**src/hdl/rtc_consts.svh**
```systemverilog
// rtc_consts.svh: register map, field positions, reset values and timing counts
// assumes inclusion by the clock/calendar design files only
`ifndef RTC_CONSTS_SVH
`define RTC_CONSTS_SVH
`define DEV_ADDR 7'h51
`define OFS_CTRL1 8'h00
`define OFS_CTRL2 8'h01
`define OFS_SEC 8'h02
`define OFS_MIN 8'h03
`define OFS_HOUR 8'h04
`define OFS_DATE 8'h05
`define OFS_WDAY 8'h06
`define OFS_AL_MIN 8'h09
`define OFS_AL_HOUR 8'h0A
`define OFS_AL_DATE 8'h0B
`define OFS_AL_WDAY 8'h0C
`define C1_EXT_TICK_TEST_SELECT 7
`define C1_STOP 5
`define C1_RESET_OVERRIDE_PERMIT 3
`define C1_MASK 8'hA8
`define C2_TITP 4
`define C2_AF 3
`define C2_TF 2
`define C2_AIE 1
`define C2_TIE 0
`define SEC_OSF 7
`define AL_DIS 7
`define CTRL1_RST 8'h08
`define CTRL2_RST 8'h00
`define SEC_RST 8'h80
`define MASK_MIN 8'h7F
`define MASK_HOUR 8'h3F
`define MASK_DATE 8'h3F
`define MASK_WDAY 8'h07
`define MAX_SEC 8'h59
`define MAX_HOUR 8'h23
`define MAX_DATE 8'h31
`define MAX_WDAY 8'h06
`define MIN_DATE 8'h01
`define CLK_HZ 100000000
`define CLK_NS 10
`define TICK_HZ 64
`define PRESC_W 6
`define PRESC_FIRST 6'h1F
`define OVR_STEP_NS 1000
`define OVR_STEP_CYC ((`OVR_STEP_NS + `CLK_NS - 1) / `CLK_NS)
`define OVR_CNT_W 7
`endif

```
**src/hdl/rtc_pkg.sv**
```systemverilog
// rtc_pkg: state types of the serial slave and the reset-override detector
// assumes nothing beyond a SystemVerilog compiler
package rtc_pkg;
	typedef enum logic [2:0] {
		ST_IDLE = 3'h0,
		ST_DEV = 3'h1,
		ST_DEV_ACK = 3'h3,
		ST_RX = 3'h2,
		ST_RX_ACK = 3'h6,
		ST_TX = 3'h7,
		ST_TX_ACK = 3'h5
	} i2c_state_t;
	typedef enum logic [1:0] {
		OV_IDLE = 2'h0,
		OV_SDA_LOW = 2'h1,
		OV_SCL_LOW = 2'h3,
		OV_SDA_HIGH = 2'h2
	} ovr_step_t;
endpackage : rtc_pkg

```
**src/hdl/tick_prescaler.sv**
```systemverilog
// tick_prescaler: six-stage divider from the 64 Hz tick to the one-second strobe
// assumes i_tick is a one-cycle pulse on i_clk_sys
`include "rtc_consts.svh"
module tick_prescaler #(
	parameter int WIDTH = `PRESC_W
) (
	input wire logic i_clk_sys,
	input wire logic i_nrst,
	input wire logic i_stop,
	input wire logic i_tick,
	output logic o_sec
);
	logic [WIDTH-1:0] cnt_q, cnt_d;
	logic sec_q, sec_d;

	// half-way compare gives 32 edges to the first second, 64 after
	always_comb begin
		cnt_d = cnt_q;
		sec_d = 1'b0;
		if (i_stop) begin
			cnt_d = '0;
		end else if (i_tick) begin
			cnt_d = cnt_q + 1'b1;
			sec_d = (cnt_q == WIDTH'(`PRESC_FIRST));
		end
	end

	always_ff @(posedge i_clk_sys or negedge i_nrst) begin
		if (!i_nrst) begin
			cnt_q <= '0;
			sec_q <= 1'b0;
		end else begin
			cnt_q <= cnt_d;
			sec_q <= sec_d;
		end
	end

	assign o_sec = sec_q;
endmodule : tick_prescaler

```
**src/hdl/alarm_match.sv**
```systemverilog
// alarm_match: compares enabled alarm fields with the running BCD time
// assumes all inputs are registers on the same clock
`include "rtc_consts.svh"
module alarm_match (
	input wire logic [7:0] i_min,
	input wire logic [7:0] i_hour,
	input wire logic [7:0] i_date,
	input wire logic [7:0] i_wday,
	input wire logic [7:0] i_al_min,
	input wire logic [7:0] i_al_hour,
	input wire logic [7:0] i_al_date,
	input wire logic [7:0] i_al_wday,
	output logic o_match
);
	logic [3:0][7:0] now, alarm, mask;
	logic [3:0] hit;

	assign now = {i_wday, i_date, i_hour, i_min};
	assign alarm = {i_al_wday, i_al_date, i_al_hour, i_al_min};
	assign mask = {`MASK_WDAY, `MASK_DATE, `MASK_HOUR, `MASK_MIN};

	for (genvar f = 0; f < 4; f++) begin : g_field
		// a set disable bit drops the field from the compare
		assign hit[f] = alarm[f][`AL_DIS] |
			((now[f] & mask[f]) == (alarm[f] & mask[f]));
	end

	assign o_match = &hit;
endmodule : alarm_match

```
**src/hdl/rtc_alarm_test_i2c_slave.sv**
```systemverilog
// rtc_alarm_test_i2c_slave: time registers, alarm, test tick, reset override, serial slave
// assumes open-drain pins resolved outside; i_por_active comes from the analog reset cell
//
// Contract
// - compare alarm field only when enabled
// - disabled alarm fields are ignored
// - set alarm flag when enabled fields match
// - flag sticky; re-set only on new match
// - alarm registers: disable bit plus BCD field
// - test bit turns square-wave pin into input
// - test mode: pin edges replace 64 Hz tick
// - six-stage prescaler, zero while stop set
// - first second after 32, then 64 edges
// - override sequence releases power-on reset at once
// - permit write 0 cancels; re-entry needs 1
// - permit clear otherwise only blocks entry
// - SDA edges with SCL high: start, stop
// - drive SDA while SCL low, sample high
// - unlimited bytes, address advances every byte
// - receiver acknowledges low on ninth clock
// - master nack ends read; slave releases SDA
// - answer only A2 write, A3 read
// - alarm flag write 0 clears, 1 keeps
// - alarm enable gates interrupt output
`include "rtc_consts.svh"
module rtc_alarm_test_i2c_slave #(
	parameter int TICK_DIV = `CLK_HZ / `TICK_HZ
) (
	input wire logic i_clk_sys,
	input wire logic i_nrst,
	input wire logic i_por_active,
	input wire logic i_scl,
	input wire logic i_sda_in,
	output logic o_sda_out,
	output logic o_sda_oe,
	input wire logic i_sqw_in,
	output logic o_sqw_out,
	output logic o_sqw_oe,
	output logic o_int_out,
	output logic o_int_oe
);
	localparam int DIV_W = $clog2(TICK_DIV);

	// ----------------------------------------------------------------
	// pin synchronisers
	// ----------------------------------------------------------------
	logic [3:0] pins, meta_q, sync_q;
	logic [2:0] prev_q;
	logic scl_s, sda_s, sqw_s, por_s;
	logic scl_rise, scl_fall, sda_rise, sda_fall, sqw_rise, any_edge;
	logic bus_start, bus_stop;

	assign pins = {i_por_active, i_sqw_in, i_sda_in, i_scl};
	for (genvar p = 0; p < 4; p++) begin : g_sync
		always_ff @(posedge i_clk_sys or negedge i_nrst) begin
			if (!i_nrst) begin
				meta_q[p] <= 1'b1;
				sync_q[p] <= 1'b1;
			end else begin
				meta_q[p] <= pins[p];
				sync_q[p] <= meta_q[p];
			end
		end
	end

	always_ff @(posedge i_clk_sys or negedge i_nrst) begin
		if (!i_nrst) begin
			prev_q <= 3'h7;
		end else begin
			prev_q <= sync_q[2:0];
		end
	end

	assign {por_s, sqw_s, sda_s, scl_s} = sync_q;
	assign scl_rise = scl_s & ~prev_q[0];
	assign scl_fall = ~scl_s & prev_q[0];
	assign sda_rise = sda_s & ~prev_q[1];
	assign sda_fall = ~sda_s & prev_q[1];
	assign sqw_rise = sqw_s & ~prev_q[2];
	assign any_edge = scl_rise | scl_fall | sda_rise | sda_fall;
	assign bus_start = sda_fall & scl_s & prev_q[0];
	assign bus_stop = sda_rise & scl_s & prev_q[0];

	// ----------------------------------------------------------------
	// power-on reset override
	// ----------------------------------------------------------------
	rtc_pkg::ovr_step_t ostep_q, ostep_d;
	logic [`OVR_CNT_W-1:0] stab_q, stab_d;
	logic ovr_q, ovr_d, long_ok, por_hold;
	logic [7:0] ctrl1_q, ctrl1_d;
	logic bus_wr;
	logic [7:0] ptr_q, shift_q;

	assign por_hold = por_s & ~ovr_q;
	assign long_ok = (stab_q >= `OVR_CNT_W'(`OVR_STEP_CYC - 1));

	always_comb begin
		ostep_d = ostep_q;
		ovr_d = ovr_q;
		stab_d = any_edge ? '0 : (&stab_q ? stab_q : stab_q + 1'b1);
		if (por_hold && ctrl1_q[`C1_RESET_OVERRIDE_PERMIT]) begin
			case (ostep_q)
				rtc_pkg::OV_IDLE: begin
					if (sda_fall && scl_s && long_ok) ostep_d = rtc_pkg::OV_SDA_LOW;
				end
				rtc_pkg::OV_SDA_LOW: begin
					if (any_edge) ostep_d = (scl_fall && long_ok) ? rtc_pkg::OV_SCL_LOW
						: rtc_pkg::OV_IDLE;
				end
				rtc_pkg::OV_SCL_LOW: begin
					if (any_edge) ostep_d = (sda_rise && long_ok) ? rtc_pkg::OV_SDA_HIGH
						: rtc_pkg::OV_IDLE;
				end
				rtc_pkg::OV_SDA_HIGH: begin
					if (any_edge) begin
						ostep_d = rtc_pkg::OV_IDLE;
						ovr_d = scl_rise & long_ok;
					end
				end
				default: ostep_d = rtc_pkg::OV_IDLE;
			endcase
		end else begin
			ostep_d = rtc_pkg::OV_IDLE;
		end
		if (bus_wr && ptr_q == `OFS_CTRL1 && !shift_q[`C1_RESET_OVERRIDE_PERMIT]) begin
			ovr_d = 1'b0;
		end
	end

	always_ff @(posedge i_clk_sys or negedge i_nrst) begin
		if (!i_nrst) begin
			ostep_q <= rtc_pkg::OV_IDLE;
			stab_q <= '0;
			ovr_q <= 1'b0;
		end else begin
			ostep_q <= ostep_d;
			stab_q <= stab_d;
			ovr_q <= ovr_d;
		end
	end

	// ----------------------------------------------------------------
	// tick source and prescaler
	// ----------------------------------------------------------------
	logic [DIV_W-1:0] div_q, div_d;
	logic int_tick, tick, sec_pulse, stop_all, sqw_lvl_q, sqw_lvl_d;

	assign stop_all = ctrl1_q[`C1_STOP] | por_hold;
	assign int_tick = (div_q == DIV_W'(TICK_DIV - 1));
	assign tick = ctrl1_q[`C1_EXT_TICK_TEST_SELECT] ? sqw_rise : int_tick;

	always_comb begin
		div_d = (stop_all || int_tick) ? '0 : div_q + 1'b1;
		sqw_lvl_d = int_tick ? ~sqw_lvl_q : sqw_lvl_q;
	end

	always_ff @(posedge i_clk_sys or negedge i_nrst) begin
		if (!i_nrst) begin
			div_q <= '0;
			sqw_lvl_q <= 1'b0;
		end else begin
			div_q <= div_d;
			sqw_lvl_q <= sqw_lvl_d;
		end
	end

	tick_prescaler #(.WIDTH(`PRESC_W)) u_presc (
		.i_clk_sys(i_clk_sys),
		.i_nrst(i_nrst),
		.i_stop(stop_all),
		.i_tick(tick),
		.o_sec(sec_pulse)
	);

	// pin turns input in test mode and stays undriven under reset
	assign o_sqw_oe = ~ctrl1_q[`C1_EXT_TICK_TEST_SELECT] & ~por_hold;
	assign o_sqw_out = sqw_lvl_q;

	// ----------------------------------------------------------------
	// time, control and alarm registers
	// ----------------------------------------------------------------
	logic [7:0] ctrl2_q, ctrl2_d, sec_q, sec_d, min_q, min_d, hour_q, hour_d;
	logic [7:0] date_q, date_d, wday_q, wday_d, rd_data;
	logic [3:0][7:0] al_q, al_d;
	logic adv_q, adv_d, match, match_prev_q, match_prev_d, af_set;

	function automatic logic [8:0] bcd_inc(input logic [7:0] v, input logic [7:0] lo,
		input logic [7:0] hi);
		if (v >= hi) bcd_inc = {1'b1, lo};
		else if (v[3:0] == 4'h9) bcd_inc = {1'b0, v[7:4] + 4'h1, 4'h0};
		else bcd_inc = {1'b0, v[7:4], v[3:0] + 4'h1};
	endfunction : bcd_inc

	alarm_match u_match (
		.i_min(min_q),
		.i_hour(hour_q),
		.i_date(date_q),
		.i_wday(wday_q),
		.i_al_min(al_q[0]),
		.i_al_hour(al_q[1]),
		.i_al_date(al_q[2]),
		.i_al_wday(al_q[3]),
		.o_match(match)
	);

	// only a count advance into the match raises the flag, never a held match
	assign af_set = adv_q & match & ~match_prev_q;

	always_comb begin
		logic [8:0] s, m, h, d, w;
		s = bcd_inc({1'b0, sec_q[6:0]}, 8'h00, `MAX_SEC);
		m = bcd_inc(min_q, 8'h00, `MAX_SEC);
		h = bcd_inc(hour_q, 8'h00, `MAX_HOUR);
		d = bcd_inc(date_q, `MIN_DATE, `MAX_DATE);
		w = bcd_inc(wday_q, 8'h00, `MAX_WDAY);
		ctrl1_d = ctrl1_q;
		ctrl2_d = ctrl2_q;
		sec_d = sec_q;
		min_d = min_q;
		hour_d = hour_q;
		date_d = date_q;
		wday_d = wday_q;
		al_d = al_q;
		adv_d = 1'b0;
		match_prev_d = adv_q ? match : match_prev_q;
		if (sec_pulse) begin
			sec_d[6:0] = s[6:0];
			if (s[8]) begin
				min_d = m[7:0];
				adv_d = 1'b1;
				if (m[8]) begin
					hour_d = h[7:0];
					if (h[8]) begin
						date_d = d[7:0];
						wday_d = w[7:0];
					end
				end
			end
		end
		if (bus_wr) begin
			case (ptr_q)
				`OFS_CTRL1: ctrl1_d = shift_q & `C1_MASK;
				`OFS_CTRL2: begin
					ctrl2_d[`C2_TITP] = shift_q[`C2_TITP];
					ctrl2_d[`C2_AIE] = shift_q[`C2_AIE];
					ctrl2_d[`C2_TIE] = shift_q[`C2_TIE];
					ctrl2_d[`C2_TF] = ctrl2_q[`C2_TF] & shift_q[`C2_TF];
					ctrl2_d[`C2_AF] = ctrl2_q[`C2_AF] & shift_q[`C2_AF];
				end
				`OFS_SEC: sec_d = shift_q;
				`OFS_MIN: min_d = shift_q & `MASK_MIN;
				`OFS_HOUR: hour_d = shift_q & `MASK_HOUR;
				`OFS_DATE: date_d = shift_q & `MASK_DATE;
				`OFS_WDAY: wday_d = shift_q & `MASK_WDAY;
				`OFS_AL_MIN: al_d[0] = shift_q & (`MASK_MIN | 8'h80);
				`OFS_AL_HOUR: al_d[1] = shift_q & (`MASK_HOUR | 8'h80);
				`OFS_AL_DATE: al_d[2] = shift_q & (`MASK_DATE | 8'h80);
				`OFS_AL_WDAY: al_d[3] = shift_q & (`MASK_WDAY | 8'h80);
				default: ;
			endcase
		end
		// set wins over a clear in the same cycle
		if (af_set) ctrl2_d[`C2_AF] = 1'b1;
		if (por_hold) begin
			// permit survives the held reset, so a cancel sticks until written back
			ctrl1_d = (`CTRL1_RST & ~(8'h01 << `C1_RESET_OVERRIDE_PERMIT)) | (ctrl1_q & (8'h01 << `C1_RESET_OVERRIDE_PERMIT));
			ctrl2_d = `CTRL2_RST;
			sec_d = `SEC_RST;
			adv_d = 1'b0;
		end
	end

	always_ff @(posedge i_clk_sys or negedge i_nrst) begin
		if (!i_nrst) begin
			ctrl1_q <= `CTRL1_RST;
			ctrl2_q <= `CTRL2_RST;
			sec_q <= `SEC_RST;
			min_q <= 8'h00;
			hour_q <= 8'h00;
			date_q <= `MIN_DATE;
			wday_q <= 8'h00;
			al_q <= '1;
			adv_q <= 1'b0;
			match_prev_q <= 1'b0;
		end else begin
			ctrl1_q <= ctrl1_d;
			ctrl2_q <= ctrl2_d;
			sec_q <= sec_d;
			min_q <= min_d;
			hour_q <= hour_d;
			date_q <= date_d;
			wday_q <= wday_d;
			al_q <= al_d;
			adv_q <= adv_d;
			match_prev_q <= match_prev_d;
		end
	end

	assign o_int_out = 1'b0;
	assign o_int_oe = ctrl2_q[`C2_AF] & ctrl2_q[`C2_AIE];

	always_comb begin
		case (ptr_q)
			`OFS_CTRL1: rd_data = ctrl1_q;
			`OFS_CTRL2: rd_data = ctrl2_q;
			`OFS_SEC: rd_data = sec_q;
			`OFS_MIN: rd_data = min_q;
			`OFS_HOUR: rd_data = hour_q;
			`OFS_DATE: rd_data = date_q;
			`OFS_WDAY: rd_data = wday_q;
			`OFS_AL_MIN: rd_data = al_q[0];
			`OFS_AL_HOUR: rd_data = al_q[1];
			`OFS_AL_DATE: rd_data = al_q[2];
			`OFS_AL_WDAY: rd_data = al_q[3];
			default: rd_data = 8'h00;
		endcase
	end

	// ----------------------------------------------------------------
	// two-wire serial slave
	// ----------------------------------------------------------------
	rtc_pkg::i2c_state_t state_q, state_d;
	logic [3:0] cnt_q, cnt_d;
	logic [7:0] shift_d, ptr_d;
	logic rw_q, rw_d, first_q, first_d, oe_q, oe_d;

	assign bus_wr = (state_q == rtc_pkg::ST_RX) & scl_fall & (cnt_q == 4'h8) & ~first_q;

	always_comb begin
		state_d = state_q;
		cnt_d = cnt_q;
		shift_d = shift_q;
		ptr_d = ptr_q;
		rw_d = rw_q;
		first_d = first_q;
		oe_d = oe_q;
		case (state_q)
			rtc_pkg::ST_DEV, rtc_pkg::ST_RX: begin
				if (scl_rise) begin
					shift_d = {shift_q[6:0], sda_s};
					cnt_d = cnt_q + 4'h1;
				end else if (scl_fall && cnt_q == 4'h8) begin
					oe_d = 1'b1;
					if (state_q == rtc_pkg::ST_RX) begin
						state_d = rtc_pkg::ST_RX_ACK;
						first_d = 1'b0;
						ptr_d = first_q ? shift_q : ptr_q + 8'h01;
					end else if (shift_q[7:1] == `DEV_ADDR) begin
						state_d = rtc_pkg::ST_DEV_ACK;
						rw_d = shift_q[0];
					end else begin
						state_d = rtc_pkg::ST_IDLE;
						oe_d = 1'b0;
					end
				end
			end
			rtc_pkg::ST_DEV_ACK, rtc_pkg::ST_RX_ACK: begin
				if (scl_fall) begin
					cnt_d = 4'h0;
					if (state_q == rtc_pkg::ST_DEV_ACK && rw_q) begin
						state_d = rtc_pkg::ST_TX;
						shift_d = rd_data;
						ptr_d = ptr_q + 8'h01;
						oe_d = ~rd_data[7];
					end else begin
						state_d = rtc_pkg::ST_RX;
						oe_d = 1'b0;
					end
				end
			end
			rtc_pkg::ST_TX: begin
				if (scl_fall) begin
					shift_d = {shift_q[6:0], 1'b0};
					cnt_d = cnt_q + 4'h1;
					oe_d = ~shift_q[6];
					if (cnt_q == 4'h7) begin
						state_d = rtc_pkg::ST_TX_ACK;
						oe_d = 1'b0;
					end
				end
			end
			rtc_pkg::ST_TX_ACK: begin
				if (scl_rise) begin
					rw_d = sda_s;
				end else if (scl_fall) begin
					cnt_d = 4'h0;
					if (rw_q) begin
						state_d = rtc_pkg::ST_IDLE;
					end else begin
						state_d = rtc_pkg::ST_TX;
						shift_d = rd_data;
						ptr_d = ptr_q + 8'h01;
						oe_d = ~rd_data[7];
					end
				end
			end
			rtc_pkg::ST_IDLE: ;
			default: state_d = rtc_pkg::ST_IDLE;
		endcase
		// in transmit the ack slot reuses rw_q for the sampled acknowledge
		if (state_q == rtc_pkg::ST_TX && scl_fall && cnt_q == 4'h7) rw_d = 1'b1;
		if (bus_start) begin
			state_d = rtc_pkg::ST_DEV;
			cnt_d = 4'h0;
			first_d = 1'b1;
			oe_d = 1'b0;
		end else if (bus_stop) begin
			state_d = rtc_pkg::ST_IDLE;
			oe_d = 1'b0;
		end
		if (por_hold) begin
			state_d = rtc_pkg::ST_IDLE;
			oe_d = 1'b0;
		end
	end

	always_ff @(posedge i_clk_sys or negedge i_nrst) begin
		if (!i_nrst) begin
			state_q <= rtc_pkg::ST_IDLE;
			cnt_q <= 4'h0;
			shift_q <= 8'h00;
			ptr_q <= 8'h00;
			rw_q <= 1'b0;
			first_q <= 1'b1;
			oe_q <= 1'b0;
		end else begin
			state_q <= state_d;
			cnt_q <= cnt_d;
			shift_q <= shift_d;
			ptr_q <= ptr_d;
			rw_q <= rw_d;
			first_q <= first_d;
			oe_q <= oe_d;
		end
	end

	assign o_sda_out = 1'b0;
	assign o_sda_oe = oe_q;
endmodule : rtc_alarm_test_i2c_slave

```
**config.mk**
```make
export PLATFORM = sky130hd
export DESIGN_NAME = rtc_alarm_test_i2c_slave
export DESIGN_NICKNAME = d
export VERILOG_FILES = /design/src/hdl/rtc_pkg.sv /design/src/hdl/tick_prescaler.sv /design/src/hdl/alarm_match.sv /design/src/hdl/rtc_alarm_test_i2c_slave.sv
export VERILOG_INCLUDE_DIRS = /design/src /design/src/hdl
export SDC_FILE = /design/constraint.sdc
export NUM_CORES = 1
export LEC_CHECK = 0
export BUFFER_PORTS_ARGS = -buffer_cell sky130_fd_sc_hd__buf_2
export CAP_MARGIN = 30
export CORE_MARGIN = 5
export CORE_UTILIZATION = 40
export DETAILED_ROUTE_END_ITERATION = 8
export PLACE_DENSITY = 0.58
export SYNTH_ARGS = -nofsm -noshare
export SYNTH_HDL_FRONTEND = slang
export SYNTH_SLANG_ARGS = --single-unit
```
**constraint.sdc**
```tcl
create_clock -name i_clk_sys -period 4.45 [get_ports i_clk_sys]
set_clock_uncertainty 0.05 [all_clocks]
set_input_delay 0.445 -clock i_clk_sys [delete_from_list [all_inputs] [get_ports i_clk_sys]]
set_output_delay 0.445 -clock i_clk_sys [all_outputs]
set_load 0.02 [all_outputs]
```
======== After elaboration in Yosys (flattened, before gate mapping) ========
Cells that the tools add are included.
W data, S select, Z words.
word-level totals
  logic and storage cells ................. 355
  input port bits ......................... 6
  bits in registers ....................... 163
  output and inout bits ................... 6
operators by class
  reduce and logical (&&, ||, !) cells .... 56
  mux-type cells .......................... 132
  order comparisons ....................... 6
  bitwise logic cells ..................... 41
  add/sub/neg operators ................... 15
  equal/unequal tests ..................... 66
operator list
  operator                 number
  $mux W8                  50
  $pmux W8 S11             1
  $add A4 B1 Y4 const B    10
  $ne A5 B5 Y1 const B     8
  $mux W3                  13
  $mux W1                  36
  $ne A3 B3 Y1 const B     12
  $eq A8 B4 Y1 const B     4
  $pmux W8 S4              1
  $mux W9                  3
  $eq A4 B4 Y1 const B     6
  $eq A8 B3 Y1 const B     3
  $pmux W8 S3              1
  $reduce_and A8 Y1        3
  $ne A2 B2 Y1 const B     11
  $reduce_bool A2 Y1       11
  $add A21 B1 Y21 const B  1
  $eq A21 B21 Y1 const B   1
  $mux W21                 1
  $mux W7                  3
  $and A1 B1 Y1            20
  $mux W4                  5
  $eq A8 B2 Y1 const B     2
  $ge A8 B6 Y1 const B     2
  other kinds (48)         108

======== Logic depth before layout (Yosys ltp) ========
  depth in word-level cells ............... 10
  depth in mapped cells ................... 9
  depth with buffers taken out ............ 7

======== Cells and area by module ========
Synthesis repeated with hierarchy kept, for this count alone.
unflattened totals
  cells, all modules ...................... 1,021
  area, all modules ....................... 9,477.8 µm²
by module, submodules not included
  module                    cells each  area an instance (µm²)  instances
  rtc_alarm_test_i2c_slave  963         8,912.3                 1
  tick_prescaler            28          307.8                   1
  alarm_match               30          257.7                   1

======== Worst setup path after synthesis ========
Ideal clock, no wire load.
  kind .................................... reg2reg
  start ................................... reg prev_q[0]
  end ..................................... reg min_q[3]
  buffers on the path ..................... 2
  setup slack ............................. 1.945 ns
  stages on the path, launching flop included .. 8
  data required time ...................... 4.275 ns
  arrival time ............................ 2.330 ns
  library setup time ...................... 0.125 ns
  cells stage by stage .................... dfstp_2 > ha_1 > nand4b_4 > or4_4 > buf_6 > or3_1 > buf_2 > mux2_4
on the way
  longest elaborated chain between the ends .. 5
ends and longest elaborated chain
  what                         RTL line                         RTL
  start: declaration           rtc_alarm_test_i2c_slave.sv:48   logic [2:0] prev_q;
  start signal: assignment     rtc_alarm_test_i2c_slave.sv:70   prev_q <= sync_q[2:0];
  $and A1 B1 Y1                rtc_alarm_test_i2c_slave.sv:76   assign scl_fall = ~scl_s & prev_q[0];
  $and A1 B1 Y1 (3 in series)  rtc_alarm_test_i2c_slave.sv:327  assign bus_wr = (state_q == rtc_pkg::ST_RX) & scl_fall & (cnt_q == 4'h8) & ~first_q;
  $mux W8                      rtc_alarm_test_i2c_slave.sv:240  if (bus_wr) begin
  net min_d[3]                 rtc_alarm_test_i2c_slave.sv:182  logic [7:0] ctrl2_q, ctrl2_d, sec_q, sec_d, min_q, min_d, hour_q, hour_d;
  end signal: assignment       rtc_alarm_test_i2c_slave.sv:289  min_q <= min_d;
  end: declaration             rtc_alarm_test_i2c_slave.sv:182
The timed path passes the listed nets, and every way through them passes these cells.
A chain may end at the register's enable or synchronous reset.

======== Worst setup path after layout ========
  start ................................... reg prev_q[0]
  end ..................................... reg hour_q[2]
on the way
  longest elaborated chain between the ends .. 5
ends and longest elaborated chain
  what                         RTL line                         RTL
  $and A1 B1 Y1                rtc_alarm_test_i2c_slave.sv:76
  $and A1 B1 Y1 (3 in series)  rtc_alarm_test_i2c_slave.sv:327
  $mux W8                      rtc_alarm_test_i2c_slave.sv:240
  net hour_d[2]                rtc_alarm_test_i2c_slave.sv:182
  end signal: assignment       rtc_alarm_test_i2c_slave.sv:290  hour_q <= hour_d;
  end: declaration             rtc_alarm_test_i2c_slave.sv:182
The timed path passes the listed nets, and every way through them passes these cells.

==> reports/qor.log <==
INFO  worst_hold_path worst_hold_path_type=in2async
INFO  timing         timing_worst_slew_pin_value=1000ps
INFO  run            max-cap-violations=0
INFO  critical_path  worstPathRequired=4740ps
INFO  yosys          synth_top_area_cell=sky130_fd_sc_hd__dfrtp_1
INFO  pwr            leakage=4.31nW
INFO  placed_design  dpl_cell_area=0.00977mm^2
INFO  clock_tree     ctsHoldBuffers=0
INFO  clock_tree     cts_root_buffer=sky130_fd_sc_hd__clkbuf_16
INFO  clock_tree     post_cts_buffers=0
INFO  yosys          postSynthRegisterBits=155
INFO  yosys          syn_inst=1020
INFO  placed_design  post-dp-hpwl=18.3mm
INFO  timing         finalHoldViolations=16
INFO  finish         area_added_between_synthesis_and_finish=9.04%
INFO  critical_path  path_buf_inv=0
INFO  clock_tree     clock_tree_from_tritoncts=built
INFO  run_status     outcome=complete, but fails checks
INFO  yosys          most_numerous_cell_in_the_yosys_netlist=sky130_fd_sc_hd__dfrtp_1
INFO  timing         unrepaired_setup_endpoints_after_global_routing=false
INFO  grt            grt_max_degree=98
INFO  critical_path  setup.worst_path.class=reg2reg
INFO  grt            wire_length_of_the_first_global_routing_pass=42.8mm
INFO  clock_tree     clkSlewWorstSetupHoldPaths=70ps
INFO  placed_design  port_buffers=9
INFO  clock_tree     cts_repair_resize_count=0
INFO  clock_tree     cts-buffers-inserted=17
INFO  critical_path  critical-path-slowest-cell=sky130_fd_sc_hd__or4_4
INFO  timing         setup_viol=0
INFO  finish         drive_gt1_share=15.1%
INFO  finish         num_antenna_cells=0
INFO  timing         setup_tns_final=0ps
INFO  pwr            share_comb_of_total_power=4.1%
INFO  clock_tree     ctsLongestPathBuffers=2
INFO  yosys          netlist_top_cells_area=sky130_fd_sc_hd__dfrtp_1, sky130_fd_sc_hd__dfstp_2, sky130_fd_sc_hd__ha_1
INFO  yosys          seq_area_frac_synth=41.3%
INFO  critical_path  worst_setup_path_start_kind=flop
INFO  finish         final_net_count=1029
INFO  critical_path  endpoint_kind_of_the_worst_setup_timing_path=flop
INFO  timing         finalHoldWorstSlack=-34.2ps
INFO  yosys          syn-mean-instance-area=9.34um^2
INFO  finish         post-route-cell-area=0.0104mm^2
INFO  timing         maxSlewViolCount=0
INFO  floorplan      std_cell_rows=56
INFO  pwr            power.ir.vdd_worst=0.204mV
INFO  pwr            power.total=3.07mW
INFO  grt            track_usage=20.2%
INFO  drt            routed_via_density=5.96
INFO  drt            drc=0
INFO  drt            routed_wl=26.5mm
INFO  placed_design  finalWeightedCongestion=0.907
INFO  grt            grt_antenna_before_repair=1
INFO  yosys          ys_types=85
INFO  pwr            p_clk_share=48.0%
INFO  floorplan      die_area=0.0270mm^2
INFO  drt            drt-initial-drc-count=820
INFO  pwr            power.density_cell_area=295mW/mm^2
INFO  timing         min_period_over_period=69.3%
INFO  pwr            power_switching=0.777mW
INFO  pwr            switching_share=25.3%
INFO  floorplan      fp.dieW=164um
INFO  drt            route.vias.total=7911
INFO  drt            drt.antenna.violating_nets=0
INFO  timing         relSlewSlack=32.4%
INFO  clock_tree     cts_h_tree_depth=4
INFO  yosys          synth.top_cell.area_share=29.2%
INFO  yosys          post_synth_top_flop=sky130_fd_sc_hd__dfrtp_1
INFO  floorplan      start_util=40.6%
INFO  yosys          synth-warning-count=0
INFO  pwr            internal_power=2.29mW
INFO  yosys          async_s_r_ff_share_synth=100%
INFO  floorplan      core-area=0.0235mm^2
INFO  drt            post_drt_wl_per_cell=20.0um
INFO  floorplan      die_height=164um
INFO  timing         period_needed=3080ps
INFO  finish         final_cells=1327
INFO  run_status     violations=hold timing
INFO  critical_path  crit_fanout=13
INFO  pwr            sequentialPowerShare=47.9%
INFO  timing         peak_freq=324MHz
INFO  critical_path  worstPathCellList=ha_1 > nand4b_4 > or4_4 > nor3_2 > or3_1 > a21boi_0
INFO  grt            globalRouteOverflowTotal=0
INFO  yosys          synthTopCellsByCount=sky130_fd_sc_hd__dfrtp_1, sky130_fd_sc_hd__nand2_1, sky130_fd_sc_hd__nor2_1
INFO  yosys          synthesis.area=0.00952mm^2
INFO  placed_design  dpl.cell_count=1294
INFO  clock_tree     numClockSinks=155
INFO  critical_path  critPathTopFamily=simple AND/OR/NAND/NOR gates
INFO  floorplan      io_pins=12
INFO  drt            drt_first_pass_iters=7
INFO  yosys          number_of_flops_mapped_to_enable_cells_by_yosys=0
INFO  critical_path  timing.critical_path.slowest_cell_delay=650ps
INFO  grt            grt_pass1_vias=7566
INFO  clock_tree     clock_insertion_delay_worst_skew=430ps
INFO  critical_path  crit_path_arrival_time=3370ps
[cells in the final DEF, fill, tap and decap left out, drive strengths merged, types with 7 or more instances in the layout]
| cell type | n |
|---|---|
| nand4 | 18 |
| dfstp | 44 |
| nand2b | 13 |
| o21ai | 41 |
| inv | 43 |
| nor2 | 82 |
| nor2b | 16 |
| a31oi | 20 |
| nand4b | 7 |
| or4 | 7 |
| nor4 | 14 |
| xnor2 | 26 |
| o22ai | 13 |
| a22oi | 11 |
| mux2 | 30 |
| and3 | 21 |
| mux2i | 30 |
| buf | 21 |
| xor2 | 26 |
| dfrtp | 111 |
| nand3 | 44 |
| ha | 28 |
| nand2 | 84 |
| clkbuf | 18 |
| a211oi | 8 |
| a21oi | 53 |
| nor3 | 26 |
| and2 | 16 |
| or3 | 11 |
| a22o | 7 |
| o211ai | 9 |
[logic make-up after synthesis]
| kind of cell | Yosys count | synth area share, % |
|---|---|---|
| compound gates | 228 | 16.1 |
| xor+xnor | 52 | 4.78 |
| fa+ha+maj | 28 | 3.68 |
| buf+inv | 101 | 4.48 |
| flops | 155 | 41.3 |
| mux | 60 | 6.74 |
| other cells | 1 | 0.0394 |
| simple gates | 395 | 22.9 |
[worst reg2reg max path, cell delays in order (launching register included)]
cell                       delay [ps]
sky130_fd_sc_hd__dfstp_2          570
sky130_fd_sc_hd__ha_1             450
sky130_fd_sc_hd__nand4b_4         200
sky130_fd_sc_hd__or4_4            650
sky130_fd_sc_hd__nor3_2           660
sky130_fd_sc_hd__or3_1            210
sky130_fd_sc_hd__a21boi_0         220
[through the flow]
stage | util [%] | setup slack (ps) | hold slack (ps)
final | 44.2 | 1370 | -34.2
after global routing | 44.2 | 1210 | 16.5
after CTS | 44.1 | 1370 | 31.5
after detailed placement | 41.6 | 1440 | 297
after global placement | 41.6 | 1520 | 296
after floorplan | - | 1940 | 99.4
[final timing paths]
path | start | endpoint | slack (ps) | cells past startpoint
max | prev_q[0]$_DFF_PN1_ | hour_q[2]$_DFF_PN0_ | 1370 | 6
min | i_nrst | min_q[4]$_DFF_PN0_ | -30 | 2
max reg2reg | prev_q[0]$_DFF_PN1_ | hour_q[2]$_DFF_PN0_ | 1370 | 6
min reg2reg | meta_q[3]$_DFF_PN1_ | por_s$_DFF_PN1_ | 310 | 0
max in group asynchronous | i_nrst | meta_q[0]$_DFF_PN1_ | 3530 | 3
min in group i_clk_sys | i_sqw_in | meta_q[2]$_DFF_PN1_ | 50 | 1
[layout make-up]
| type | instances | area [um^2] |
|---|---|---|
| Tap cell | 319 | 399 |
| Sequential cell | 155 | 3930 |
| Multi-Input combinational cell | 765 | 5170 |
| Inverter | 35 | 131 |
| Clock inverter | 14 | 149 |
| Clock buffer | 18 | 439 |
| Fill cell | 2282 | 13100 |
| Timing Repair Buffer | 21 | 159 |
[state kept, by name, indices dropped and copies added, names as in the netlist, 5 cells and up]
| name | count |
|---|---|
| ptr_q | 8 |
| al_q | 29 |
| ctrl2_q | 5 |
| u_presc.cnt_q | 6 |
| div_q | 21 |
| hour_q | 8 |
| date_q | 8 |
| stab_q | 7 |
| min_q | 8 |
| wday_q | 8 |
| sec_q | 8 |
| shift_q | 8 |
[power groups by stage]
stage / logic (mW) / registers (mW) / clock network [mW]
3_3_place_gp: 0.124 / 1.49 / 0
4_1_cts: 0.126 / 1.47 / 1.50
3_5_place_dp: 0.126 / 1.49 / 0
6_report: 0.126 / 1.47 / 1.47
5_1_grt: 0.144 / 1.47 / 1.56
2_1_floorplan: 0.0788 / 1.48 / 0
[per-layer routing]
metal  global-route usage (%)  share of wire (%)  wire, um  vias up
met5                        0              0.053        14        -
met4                     7.62                3.1       816        2
met3                     3.89                6.5      1710       62
met2                     30.7                 45     12000      299
met1                     28.6                 45     12000     3874
li1                         -                  -         -     3674
Power figures use the tool's default switching activity.
